[src/core/mms_pkg.sv]
package mms_pkg;

  // Register map
  localparam logic [5:0] MMS_ADDR_MEASUREMENT_MODE = 6'h0B;
  localparam logic [7:0] MMS_MEASUREMENT_MODE_RESET           = 8'h70;
  localparam int         MMS_PERIOD_LSB            = 0;
  localparam int         MMS_PEAK_LSB              = 2;
  localparam int         MMS_ZX_LSB                = 4;
  localparam int         MMS_SAMPLE_W              = 24;

  // Phase selection codes
  localparam logic [1:0] MMS_SEL_A        = 2'h0;
  localparam logic [1:0] MMS_SEL_B        = 2'h1;
  localparam logic [1:0] MMS_SEL_C        = 2'h2;
  localparam logic [1:0] MMS_SEL_RESERVED = 2'h3;

endpackage

[src/core/mms_phase_mux.sv]
`timescale 1ns/10ps
module mms_phase_mux
  import mms_pkg::*;
(
  input  wire logic [1:0]              sel_i,
  input  wire logic [MMS_SAMPLE_W-1:0] phase_a_i,
  input  wire logic [MMS_SAMPLE_W-1:0] phase_b_i,
  input  wire logic [MMS_SAMPLE_W-1:0] phase_c_i,
  output logic      [MMS_SAMPLE_W-1:0] sel_o,
  output logic                         valid_o
);

  // Reserved code selects nothing, so downstream logic stays quiet
  always_comb begin
    sel_o   = '0;
    valid_o = 1'b1;
    unique case (sel_i)
      MMS_SEL_A: sel_o = phase_a_i;
      MMS_SEL_B: sel_o = phase_b_i;
      MMS_SEL_C: sel_o = phase_c_i;
      MMS_SEL_RESERVED: valid_o = 1'b0;
    endcase
  end

endmodule

[src/core/mms_measurement_mode.sv]
`timescale 1ns/10ps
////////////////////////////////////////////////////////////////////////////////
module mms_measurement_mode
  import mms_pkg::*;
(
  input  wire logic                    sys_clk_i,
  input  wire logic                    resetn_i,
  input  wire logic [5:0]              reg_addr_i,
  input  wire logic                    reg_wr_i,
  input  wire logic [7:0]              reg_wdata_i,
  output logic      [7:0]              reg_rdata_o,
  input  wire logic [2:0]              zero_cross_i,
  input  wire logic                    line_accum_mode_i,
  input  wire logic [MMS_SAMPLE_W-1:0] volt_a_i,
  input  wire logic [MMS_SAMPLE_W-1:0] volt_b_i,
  input  wire logic [MMS_SAMPLE_W-1:0] volt_c_i,
  input  wire logic [MMS_SAMPLE_W-1:0] curr_a_i,
  input  wire logic [MMS_SAMPLE_W-1:0] curr_b_i,
  input  wire logic [MMS_SAMPLE_W-1:0] curr_c_i,
  input  wire logic [MMS_SAMPLE_W-1:0] voltage_peak_threshold_i,
  input  wire logic [MMS_SAMPLE_W-1:0] current_peak_threshold_i,
  output logic      [1:0]              period_source_sel_o,
  output logic      [1:0]              peak_source_sel_o,
  output logic      [2:0]              zero_cross_phase_enable_o,
  output logic                         period_zero_cross_o,
  output logic      [2:0]              zero_cross_enabled_o,
  output logic                         accum_zero_cross_o,
  output logic                         voltage_peak_flag_o,
  output logic                         current_peak_flag_o
);

  ////////////////////////////////////////////////////////////////////////////
  typedef struct packed {
    logic [1:0] period_sel;
    logic [1:0] peak_sel;
    logic [2:0] zx_en;
    logic       period_zx;
    logic [2:0] zx_gated;
    logic       accum_zx;
    logic       vpeak;
    logic       ipeak;
  } mms_state_s;

  mms_state_s                 q;
  mms_state_s                 d;
  logic [MMS_SAMPLE_W-1:0]    peak_volt;
  logic [MMS_SAMPLE_W-1:0]    peak_curr;
  logic                       volt_ok;
  logic                       curr_ok;
  logic [1:0]                 per_idx;

  ////////////////////////////////////////////////////////////////////////////
  mms_phase_mux u_volt_mux (
    .sel_i     (q.peak_sel),
    .phase_a_i (volt_a_i),
    .phase_b_i (volt_b_i),
    .phase_c_i (volt_c_i),
    .sel_o     (peak_volt),
    .valid_o   (volt_ok)
  );

  mms_phase_mux u_curr_mux (
    .sel_i     (q.peak_sel),
    .phase_a_i (curr_a_i),
    .phase_b_i (curr_b_i),
    .phase_c_i (curr_c_i),
    .sel_o     (peak_curr),
    .valid_o   (curr_ok)
  );

  assign per_idx = q.period_sel;

  ////////////////////////////////////////////////////////////////////////////
  always_comb begin
    d = q;
    if (reg_wr_i && reg_addr_i == MMS_ADDR_MEASUREMENT_MODE) begin
      // Bit 7 has no storage, so writes to it vanish
      d.period_sel = reg_wdata_i[MMS_PERIOD_LSB +: 2];
      d.peak_sel   = reg_wdata_i[MMS_PEAK_LSB +: 2];
      d.zx_en      = reg_wdata_i[MMS_ZX_LSB +: 3];
    end
    d.zx_gated = zero_cross_i & q.zx_en;
    // Reserved period code gives no period events
    d.period_zx = (per_idx != MMS_SEL_RESERVED) && zero_cross_i[per_idx]
                  && q.zx_en[per_idx];
    d.accum_zx = line_accum_mode_i && |(zero_cross_i & q.zx_en);
    d.vpeak = volt_ok && (peak_volt > voltage_peak_threshold_i);
    d.ipeak = curr_ok && (peak_curr > current_peak_threshold_i);
  end

  always_ff @(posedge sys_clk_i or negedge resetn_i) begin
    if (!resetn_i) begin
      q            <= '0;
      q.period_sel <= MMS_MEASUREMENT_MODE_RESET[MMS_PERIOD_LSB +: 2];
      q.peak_sel   <= MMS_MEASUREMENT_MODE_RESET[MMS_PEAK_LSB +: 2];
      q.zx_en      <= MMS_MEASUREMENT_MODE_RESET[MMS_ZX_LSB +: 3];
    end else begin
      q <= d;
    end
  end

  ////////////////////////////////////////////////////////////////////////////
  // Read data is combinational on address; unmapped reads return zero
  always_comb begin
    reg_rdata_o = 8'h00;
    if (reg_addr_i == MMS_ADDR_MEASUREMENT_MODE) begin
      reg_rdata_o = {1'b0, q.zx_en, q.peak_sel, q.period_sel};
    end
  end

  assign period_source_sel_o       = q.period_sel;
  assign peak_source_sel_o         = q.peak_sel;
  assign zero_cross_phase_enable_o = q.zx_en;
  assign period_zero_cross_o       = q.period_zx;
  assign zero_cross_enabled_o      = q.zx_gated;
  assign accum_zero_cross_o        = q.accum_zx;
  // Level outputs; the status register outside makes them sticky
  assign voltage_peak_flag_o       = q.vpeak;
  assign current_peak_flag_o       = q.ipeak;

endmodule

[config.mk]
export PLATFORM = sky130hd
export DESIGN_NAME = mms_measurement_mode
export DESIGN_NICKNAME = d
export VERILOG_FILES = /design/src/core/mms_pkg.sv /design/src/core/mms_phase_mux.sv /design/src/core/mms_measurement_mode.sv
export SDC_FILE = /design/constraint.sdc
export NUM_CORES = 1
export LEC_CHECK = 0
export BUFFER_PORTS_ARGS = -buffer_cell sky130_fd_sc_hd__buf_4
export CAP_MARGIN = 40
export CORE_AREA = 2 2 92 94
export DETAILED_ROUTE_END_ITERATION = 8
export DIE_AREA = 0 0 94 96
export GPL_ROUTABILITY_DRIVEN = 0
export PLACE_DENSITY = 0.77
export SLEW_MARGIN = 20
export SYNTH_ARGS = -nofsm -noshare
export SYNTH_HDL_FRONTEND = slang
export SYNTH_SLANG_ARGS = --single-unit
[constraint.sdc]
create_clock -name sys_clk_i -period 4.13 [get_ports sys_clk_i]
set_clock_uncertainty 0.15 [all_clocks]
set_input_delay 0.2065 -clock sys_clk_i [delete_from_list [all_inputs] [get_ports sys_clk_i]]
set_output_delay 0.2065 -clock sys_clk_i [all_outputs]
set_load 0.005 [all_outputs]
==> run metrics, run 1 <==
H-tree depth=1; initial antenna violation count=0; # hold bufs at CTS=1; top cell type's share of synthesized area=0.2138; vias in the first global route=3316; critical path class=reg2reg; Syn Area/Cell=between 7 and 8 um2; first-pass GRT wire length=about 14000 um; fin. max-slew vios=0; post-synth top area cell=ha_1; Resized Gates After CTS=0; num rows=33; drt pass-1 iters=4; sum of negative setup slack=0 ns; Core Region=just over 8000 um2; Slew HR=0.6565; GR Layer Usage met2=0.3762; RSZ-0062 raised after global routing=no; # diodes=0; overflow left after global routing=0; maximum clock frequency=354.2 MHz; Die X=roughly 94 um; post-synthesis register bit count=14; Setup crit start=peak_source_sel_o[0]; clock slew at reported path FFs=~0.060 ns; post-route ant nets=0; Worst Path Max Fanout=30; area added between synthesis and finish=68.06%; Hold Crit Start=reg_wdata_i[2]; Seq/Total Area, Yosys=0.1261; detailed placer's ending HPWL=between 8000 and 9000 um; worst r2r src=peak_source_sel_o[0]; Worst-Margin Slew=~0.51 ns; status=completed; TritonCTS Sinks=14; Max-Cap Viols=0; final wirelength=9500 um; Syn Nets=634; Clock Tree Root=clkbuf_8; die height=96 um; Final Cycle Share=0.6836; Post-Syn Instances=around 370; Final nets=~860; PortBufs=232; Fin. Hold Viols=0; drt via density=slightly below 5; Hold Path Class=in2reg; clock tree buffer depth=2; Worst path slowest cell=dfrtp_2; DR iter-0 viols=72; worst skew pair latency=0.24 ns; GR met3 Demand/Resource=0.03054; WP data required=roughly 4 ns; Arr. time, crit path=2.78 ns; GRT Total Usage=0.1930; share of cells above drive strength 1=0.4286; Bufs and invs on worst path=1; TritonCTS Buffers=3; num ports=between 200 and 250; Final Core Density=0.5863; highest-count cells in the layout ignoring fill and taps=buf_4, nand2_1, inv_1, mux2i_1, ha_1; met1 Resource Use GR=0.2111; wire per inst=about 14 um; Setup Viol. Count Final=0; largest cells by area after synthesis=ha_1, mux2i_1, dfrtp_1, o21ai_0, nand2_1; distinct cell type count after synthesis=between 40 and 50; Critical Path Source Type=flop; largest net degree at the start of global routing=54; CP top delay family=compound AO/OA/AOI/OAI gates; DRC=0; Top Usage Layer GRT=met2; Power Density=about 200 nW/um2; Ys Warns=0; crit-path max cell delay=~0.44 ns; Initial Util=0.3489; # Post-CTS Setup Buffers=0; CTS tree=built; Static Leak=around 2.5 nW; vias=about 3400; most common cell after layout, fill and taps aside=buf_4; Post-Syn Area=about 2800 um2; CP endpoint kind=flop; Cell Chain, Critical Path=nor2b_4 > buf_16 > nand2_1 > o21ai_0 > ha_1 > a21oi_1 > nand2_1 > a21o_1 > a2111oi_0 > a21oi_1; Period minus WS final=2.823 ns; die area=9024 um2; Peak supply drop=~110 uV
## area by class of cell
| cell class | instances | area, um2 |
|---|---|---|
| Fill cell | 723 | 3331 |
| Tap cell | 105 | 131.4 |
| Timing Repair Buffer | 236 | 1807 |
| Clock buffer | 4 | 55.05 |
| Inverter | 48 | 180.2 |
| Sequential cell | 14 | 355.3 |
| Multi-Input combinational cell | 293 | 2192 |
## state kept, by name, indices dropped and copies added, names as in the netlist
signal and count:
zero_cross_enabled_o 3, zero_cross_phase_enable_o 3, peak_source_sel_o 2, period_source_sel_o 2, accum_zero_cross_o 1, current_peak_flag_o 1, period_zero_cross_o 1, voltage_peak_flag_o 1
## where the power goes
group / internal, mW / leakage, nW / switching, mW
clock: 0.0844 / 0.0288 / 0.0482
combinational: 0.350 / 2.33 / 0.289
sequential: 0.159 / 0.176 / 0.0147
## synthesized netlist by cell type (all sizes together)
cell / instances
o21ai: 50
nor2b: 4
nor4: 1
nor2: 7
a211oi: 1
and3: 3
nand2b: 1
inv: 48
a21oi: 21
clkbuf: 7
mux2: 7
a21boi: 1
a21o: 5
nand3: 6
a221o: 1
and2: 9
o211ai: 1
o31ai: 2
a22o: 1
nand2: 57
o31a: 1
mux2i: 48
buf: 11
conb: 1
and4: 1
nand4: 8
nor4b: 1
o21a: 1
a31oi: 1
dfrtp: 11
a2111oi: 1
nor3: 1
o22ai: 1
ha: 48
o311ai: 1
a221oi: 1
dfstp: 3
## cells by family (layout without fill, tap and decap cells)
group | Yosys count | after routing | share of synthesized area
compound gates | 90 | 90 | 0.1795
fa+ha+maj | 48 | 48 | 0.2138
buf+inv | 66 | 288 | 0.09621
flops | 14 | 14 | 0.1261
mux | 55 | 55 | 0.2085
other cells | 1 | 1 | 0.001335
simple gates | 99 | 99 | 0.1746
## through the flow
stage / hold slack (ns) / total power [mW] / cell area [um2] / setup WS, ns / cells
CTS: 0.03479 / 0.9552 / 4721 / 1.280 / 700
floorplan: -0.2391 / 0.5296 / 2809 / 1.631 / 373
global placement: -0.08918 / 0.7857 / 4628 / 1.089 / 694
finish: 0.03937 / 0.9453 / 4721 / 1.307 / 700
global route: 0.03366 / 1.030 / 4721 / 1.166 / 700
detailed placement: -0.08357 / 0.8179 / 4656 / 1.296 / 695
## worst paths after layout
kind | endpoint | slack [ns] | cells after the start
max in group asynchronous | zero_cross_phase_enable_o[2] | 3.40 | 2
min reg2reg | zero_cross_enabled_o[0] | 0.40 | 2
min | peak_source_sel_o[0] | 0.04 | 2
min in group asynchronous | period_source_sel_o[0] | 0.20 | 2
max reg2reg | current_peak_flag_o | 1.31 | 10
max | current_peak_flag_o | 1.31 | 10
## routing by layer
layer / up-vias / wire [um]
met1: 1485 / 3494
met4: 0 / 272
li1: 1740 / -
met2: 160 / 4982
met5: - / 0
met3: 24 / 751
No activity file was read; power rests on OpenSTA's default activity.
==> run 2: changes to the inputs <==
--- a/config.mk
+++ b/config.mk
@@ -7,11 +7,11 @@
 export LEC_CHECK = 0
 export BUFFER_PORTS_ARGS = -buffer_cell sky130_fd_sc_hd__buf_4
 export CAP_MARGIN = 40
-export CORE_AREA = 2 2 92 94
+export CORE_AREA = 2 2 90 92
 export DETAILED_ROUTE_END_ITERATION = 8
-export DIE_AREA = 0 0 94 96
+export DIE_AREA = 0 0 92 94
 export GPL_ROUTABILITY_DRIVEN = 0
-export PLACE_DENSITY = 0.77
+export PLACE_DENSITY = 0.8
 export SLEW_MARGIN = 20
 export SYNTH_ARGS = -nofsm -noshare
 export SYNTH_HDL_FRONTEND = slang
==> constraint.sdc (replaced) <==
create_clock -name sys_clk_i -period 2.9 [get_ports sys_clk_i]
set_clock_uncertainty 0.15 [all_clocks]
set_input_delay 0.145 -clock sys_clk_i [delete_from_list [all_inputs] [get_ports sys_clk_i]]
set_output_delay 0.145 -clock sys_clk_i [all_outputs]
set_load 0.005 [all_outputs]
==> run 2 against run 1 <==
  * Hold slack improved by 0.012 ns
  * Wire length increased by 3.5%
  * Sequential share of layout area decreased by 0.18 points
  * Clock power increased by 22%
  * Non-clock buffer count increased by 13
  * Critical path type unchanged
  * Critical endpoint is now voltage_peak_flag_o
  * Largest cell class unchanged
==> run metrics, run 2 (synthesis gave the netlist of run 1 again) <==
Worst path slowest cell=dfrtp_2; vias in the first global route=3586 (+8.1%); sum of negative setup slack=0 ns (unchanged); Peak supply drop=147.2 uV (+29%); first-pass GRT wire length=15350 um (+7.9%); Static Leak=2.582 nW (+2.0%); share of cells above drive strength 1=0.4227 (-0.005874); DR iter-0 viols=60 (-17%); clock tree buffer depth=2 (unchanged); Cell Chain, Critical Path=buf_12 > mux2i_1 > o21ai_0 > ha_1 > nand4_2 > nor4_2 > and4_1 > o31ai_1 > a31oi_1; Final Cycle Share=0.8819 (+0.1983); drt via density=4.908 (+0.79%); Multi-input gate area=2192 um2 (unchanged); post-route ant nets=0 (unchanged); detailed placer's ending HPWL=8276 um (+2.3%); DP Worst Slack=0.2867 ns (-1.009 ns); TritonCTS Sinks=14 (unchanged); CTS tree=built; Worst Path Max Fanout=31 (+3.3%); TritonCTS Buffers=3 (unchanged); initial antenna violation count=0 (unchanged); # diodes=0 (unchanged); Critical Path Source Type=flop; die height=94 um (-2.1%); register area=355.3 um2 (unchanged); status=completed; Die X=92 um (-2.1%); drt pass-1 iters=6 (+2); CP endpoint kind=flop; Setup Viol. Count Final=0 (unchanged); GRT Total Usage=0.2156 (+0.02261); Hold Crit Start=zero_cross_i[1]; Resized Gates After CTS=0 (unchanged); Hold Path Class=in2reg; num ports=235 (unchanged); highest-count cells in the layout ignoring fill and taps=buf_4, nand2_1, inv_1, mux2i_1, ha_1; Core Region=7607 um2 (-5.5%); Max-Cap Viols=0 (unchanged); crit-path max cell delay=0.44 ns (about the same); Period minus WS final=2.558 ns (-0.2657 ns); H-tree depth=1 (unchanged); most common cell after layout, fill and taps aside=buf_4; worst r2r src=peak_source_sel_o[0]; critical path class=reg2reg; maximum clock frequency=391.0 MHz (+10%); area added between synthesis and finish=72.12%; Fin. Hold Viols=0 (unchanged); WP data required=2.91 ns (-1.17 ns); worst skew pair latency=0.24 ns (about the same); Final nets=870 (+1.5%); crit path setup slack, layout=0.3424 ns (-0.9643 ns); RSZ-0062 raised after global routing=no; clock slew at reported path FFs=0.06 ns (about the same); num rows=32 (-3.0%); largest net degree at the start of global routing=40 (-26%); final wirelength=9830 um (+3.5%); Clock Tree Root=clkbuf_8; PortBufs=232 (unchanged); fin. max-slew vios=0 (unchanged); vias=3485 (+2.2%); Arr. time, crit path=2.57 ns (-0.21 ns); DRC=0 (unchanged); overflow left after global routing=0 (unchanged); Power Density=277.4 nW/um2 (+39%); die area=8648 um2 (-4.2%); wire per inst=13.85 um (+2.0%); fill count=654 (-9.5%); Initial Util=0.3692 (+0.02037); Setup crit start=peak_source_sel_o[0]
[run 2: layer usage]
| layer | vias up | global-route usage | share of wire |
|---|---|---|---|
| met3 | 12 | 0.03772 | 0.072 |
| li1 | 1765 | - | - |
| met1 | 1556 | 0.2179 | 0.35 |
| met4 | 0 | 0.04975 | 0.013 |
| met2 | 152 | 0.4510 | 0.56 |
| met5 | - | 0 | 0 |
[run 2: power breakdown]
part	internal [mW]	total (mW)	switching, mW
clock network	0.0970	0.162	0.0651
registers	0.227	0.250	0.0231
logic	0.516	0.929	0.413
[run 2: worst max-delay path, delay by kind of cell (launching register included)]
kind	cells	cell delay [ns]
DFF	1	0.44
buffers and inverters	1	0.25
and+or+nand+nor	3	0.76
AOI/OAI and AO/OA	3	0.34
muxes	1	0.20
adders and majority gates	1	0.34
[run 2: final cells by class]
cell class	instances	share of cell area
multi-input cells	293	0.4534
repair buffers	249	0.4001
flip-flops and latches	14	0.07350
inverters	48	0.03727
well taps	102	0.02640
clock buffers	4	0.009317
[run 2: worst paths after layout]
check | to | slack [ns] | depth (start not counted)
max | voltage_peak_flag_o | 0.34 | 9
min | zero_cross_enabled_o[1] | 0.05 | 2
max reg2reg | voltage_peak_flag_o | 0.34 | 9
min reg2reg | zero_cross_enabled_o[2] | 0.41 | 2
max in group asynchronous | zero_cross_phase_enable_o[2] | 2.23 | 2
min in group asynchronous | zero_cross_enabled_o[2] | 0.14 | 2
[run 2: metrics by stage]
| step | hold WS (ns) | util | power, mW | instance area, um2 | cells |
|---|---|---|---|---|---|
| after global placement | -0.1489 | 0.6151 | 1.139 | 4679 | 695 |
| final | 0.05142 | 0.6355 | 1.341 | 4835 | 710 |
| after CTS | 0.03236 | 0.6355 | 1.353 | 4835 | 710 |
| after detailed placement | -0.1489 | 0.6151 | 1.176 | 4679 | 695 |
| after global routing | 0.07256 | 0.6355 | 1.471 | 4835 | 710 |
| after floorplan | -0.3006 | - | 0.7542 | 2809 | 373 |
[run 2: what timing repair did]
action | in CTS | in global routing
buffers inserted | 0 | 0
hold endpoints to repair | 24 | 0
hold buffers | 11 | 0
==> run 3: changes to the inputs <==
==> constraint.sdc (replaced) <==
create_clock -name sys_clk_i -period 2.38 [get_ports sys_clk_i]
set_clock_uncertainty 0.15 [all_clocks]
set_input_delay 0.476 -clock sys_clk_i [delete_from_list [all_inputs] [get_ports sys_clk_i]]
set_output_delay 0.476 -clock sys_clk_i [all_outputs]
set_load 0.005 [all_outputs]
==> run 3 against run 2 <==
  * Clock power grew 43%
  * Sequential share of layout area shrank 0.60 points
  * The run now ends with negative setup slack left
  * Largest power group unchanged
  * Clock-buffer cell count is the same
==> run metrics, run 3 (synthesis gave the netlist of run 1 again) <==
status=finished, violations left; failing checks=negative setup slack; Die X=92 um (unchanged); post-route ant nets=0 (unchanged); Arr. time, crit path=2.55 ns (-0.02 ns); vias in the first global route=3967 (+11%); area added between synthesis and finish=88.06%; Max-Cap Viols=0 (unchanged); CP endpoint kind=flop; crit-path max cell delay=0.38 ns (-0.06 ns); first-pass GRT wire length=17000 um (+11%); DR iter-0 viols=86 (+43%); highest-count cells in the layout ignoring fill and taps=buf_4, nand2_1, inv_1, ha_1, mux2i_1; maximum clock frequency=393.4 MHz (+0.62%); CTS tree=built; share of cells above drive strength 1=0.5054 (+0.08273); num ports=235 (unchanged); RSZ-0062 raised after global routing=yes; detailed placer's ending HPWL=8800 um (+6.3%); Worst path slowest cell=dfrtp_2; Critical Path Source Type=flop; final wirelength=11480 um (+17%); reg2reg setup slack=-0.16 ns (-0.50 ns); drt pass-1 iters=4 (-2); clock slew at reported path FFs=0.06 ns (about the same); TritonCTS Sinks=14 (unchanged); Peak supply drop=200.3 uV (+36%); largest net degree at the start of global routing=33 (-18%); # diodes=0 (unchanged); GRT Total Usage=0.2406 (+0.02491); Hold Path Class=in2reg; clock tree buffer depth=2 (unchanged); critical path class=reg2reg; die height=94 um (unchanged); H-tree depth=1 (unchanged); Pwr Total=1.970 mW (+47%); Cell Chain, Critical Path=buf_12 > nor2b_4 > buf_8 > buf_4 > nand2_1 > o21ai_0 > ha_1 > nand4_2 > nor4_4 > and4_4 > o31ai_2 > a31oi_1; worst skew pair latency=0.25 ns (about the same); TritonCTS Buffers=3 (unchanged); PortBufs=232 (unchanged); Worst Path Max Fanout=7 (-77%); Final nets=907 (+4.3%); DRC=0 (unchanged); sum of negative setup slack=-0.2997 ns (-0.2997 ns); Initial Util=0.3692 (unchanged); Bufs and invs on worst path=3 (+2); Final Cycle Share=1.068 (+0.1860); WP data required=2.38 ns (-0.53 ns); most common cell after layout, fill and taps aside=buf_4; wire per inst=15.36 um (+11%); initial antenna violation count=0 (unchanged); CP top delay family=simple AND/OR/NAND/NOR gates; Clock Tree Root=clkbuf_8; Static Leak=2.849 nW (+10%); fin. max-slew vios=0 (unchanged); Power Density=372.8 nW/um2 (+34%); vias=3705 (+6.3%); die area=8648 um2 (unchanged); Period minus WS final=2.542 ns (-0.01586 ns); Core Region=7607 um2 (unchanged); Fin. Hold Viols=0 (unchanged); fill count=633 (-3.2%); overflow left after global routing=0 (unchanged); drt via density=4.960 (+1.0%); crit path setup slack, layout=-0.1617 ns (-0.5041 ns); Setup Viol. Count Final=2 (+2); num rows=32 (unchanged); Final Core Density=0.6944 (+0.05888)
-- run 3: cell types whose count changed in the layout (fill, tap and decap cells not counted), moves of 3 or more --
| cell | delta |
|---|---|
| buf_4 | +36 |
| buf_6 | +6 |
| buf_8 | +3 |
| dlygate4sd3_1 | -10 |
| o21ai_0 | -13 |
| o21ai_1 | +7 |
| o21ai_2 | +6 |
-- run 3: worst reg2reg max path, stage by stage, from the launching register on --
cell	delay, ns
dfrtp_2	0.38
buf_12	0.14
nor2b_4	0.06
buf_8	0.13
buf_4	0.14
nand2_1	0.08
o21ai_0	0.11
ha_1	0.33
nand4_2	0.14
nor4_4	0.32
and4_4	0.27
o31ai_2	0.06
a31oi_1	0.15
-- run 3: what timing repair did --
| action | in CTS | in global routing |
|---|---|---|
| setup buffers | 16 | 8 |
| resized for setup | 22 | 29 |
| pin swaps | 13 | 26 |
| hold buffers | 1 | 0 |
| cloned | 1 | 2 |
| endpoints found under the hold margin | 11 | 0 |
| setup endpoints to repair | 2 | 2 |
-- run 3: through the flow --
| stage | hold slack, ns | area, um2 | worst slack (ns) | std cells |
|---|---|---|---|---|
| finish | 0.3060 | 5283 | -0.1617 | 747 |
| global route | 0.3141 | 5283 | -0.2717 | 747 |
| CTS | 0.3039 | 5109 | -0.09874 | 739 |
| detailed placement | 0.1859 | 4833 | -0.1582 | 717 |
| global placement | 0.1820 | 4833 | -0.09101 | 717 |
| floorplan | 0.03041 | 2839 | -0.002570 | 373 |
-- run 3: cell type report --
class	count	area, um2	share of cell area
clock buffer	4	55.05	0.01042
sequential	14	356.6	0.06750
multi-input combinational	293	2296	0.4346
tap	102	127.6	0.02416
timing repair buffer	286	2267	0.4292
inverter	48	180.2	0.03411
-- run 3: report_power, final --
part | internal (mW) | total, mW | switching, mW
Sequential | 0.277 | 0.302 | 0.0248
Clock | 0.146 | 0.232 | 0.0860
Combinational | 0.818 | 1.44 | 0.618
-- run 3: routing by layer --
metal  track usage  wire length (um)  vias to the layer above
met2        0.4963              6367                      161
met4       0.05970               157                        0
met1        0.2520              4205                     1688
li1              -                 -                     1842
met3       0.03371               747                       14
met5             0                 0                        -
-- run 3: final timing paths --
kind,from,to,cells past startpoint
hold reg to reg,zero_cross_phase_enable_o[0],zero_cross_enabled_o[0],2
min in group asynchronous,resetn_i,zero_cross_enabled_o[0],2
setup reg to reg,peak_source_sel_o[0],voltage_peak_flag_o,12
setup / recovery,peak_source_sel_o[0],voltage_peak_flag_o,12
hold / removal,line_accum_mode_i,accum_zero_cross_o,2
max in group asynchronous,resetn_i,zero_cross_phase_enable_o[1],2
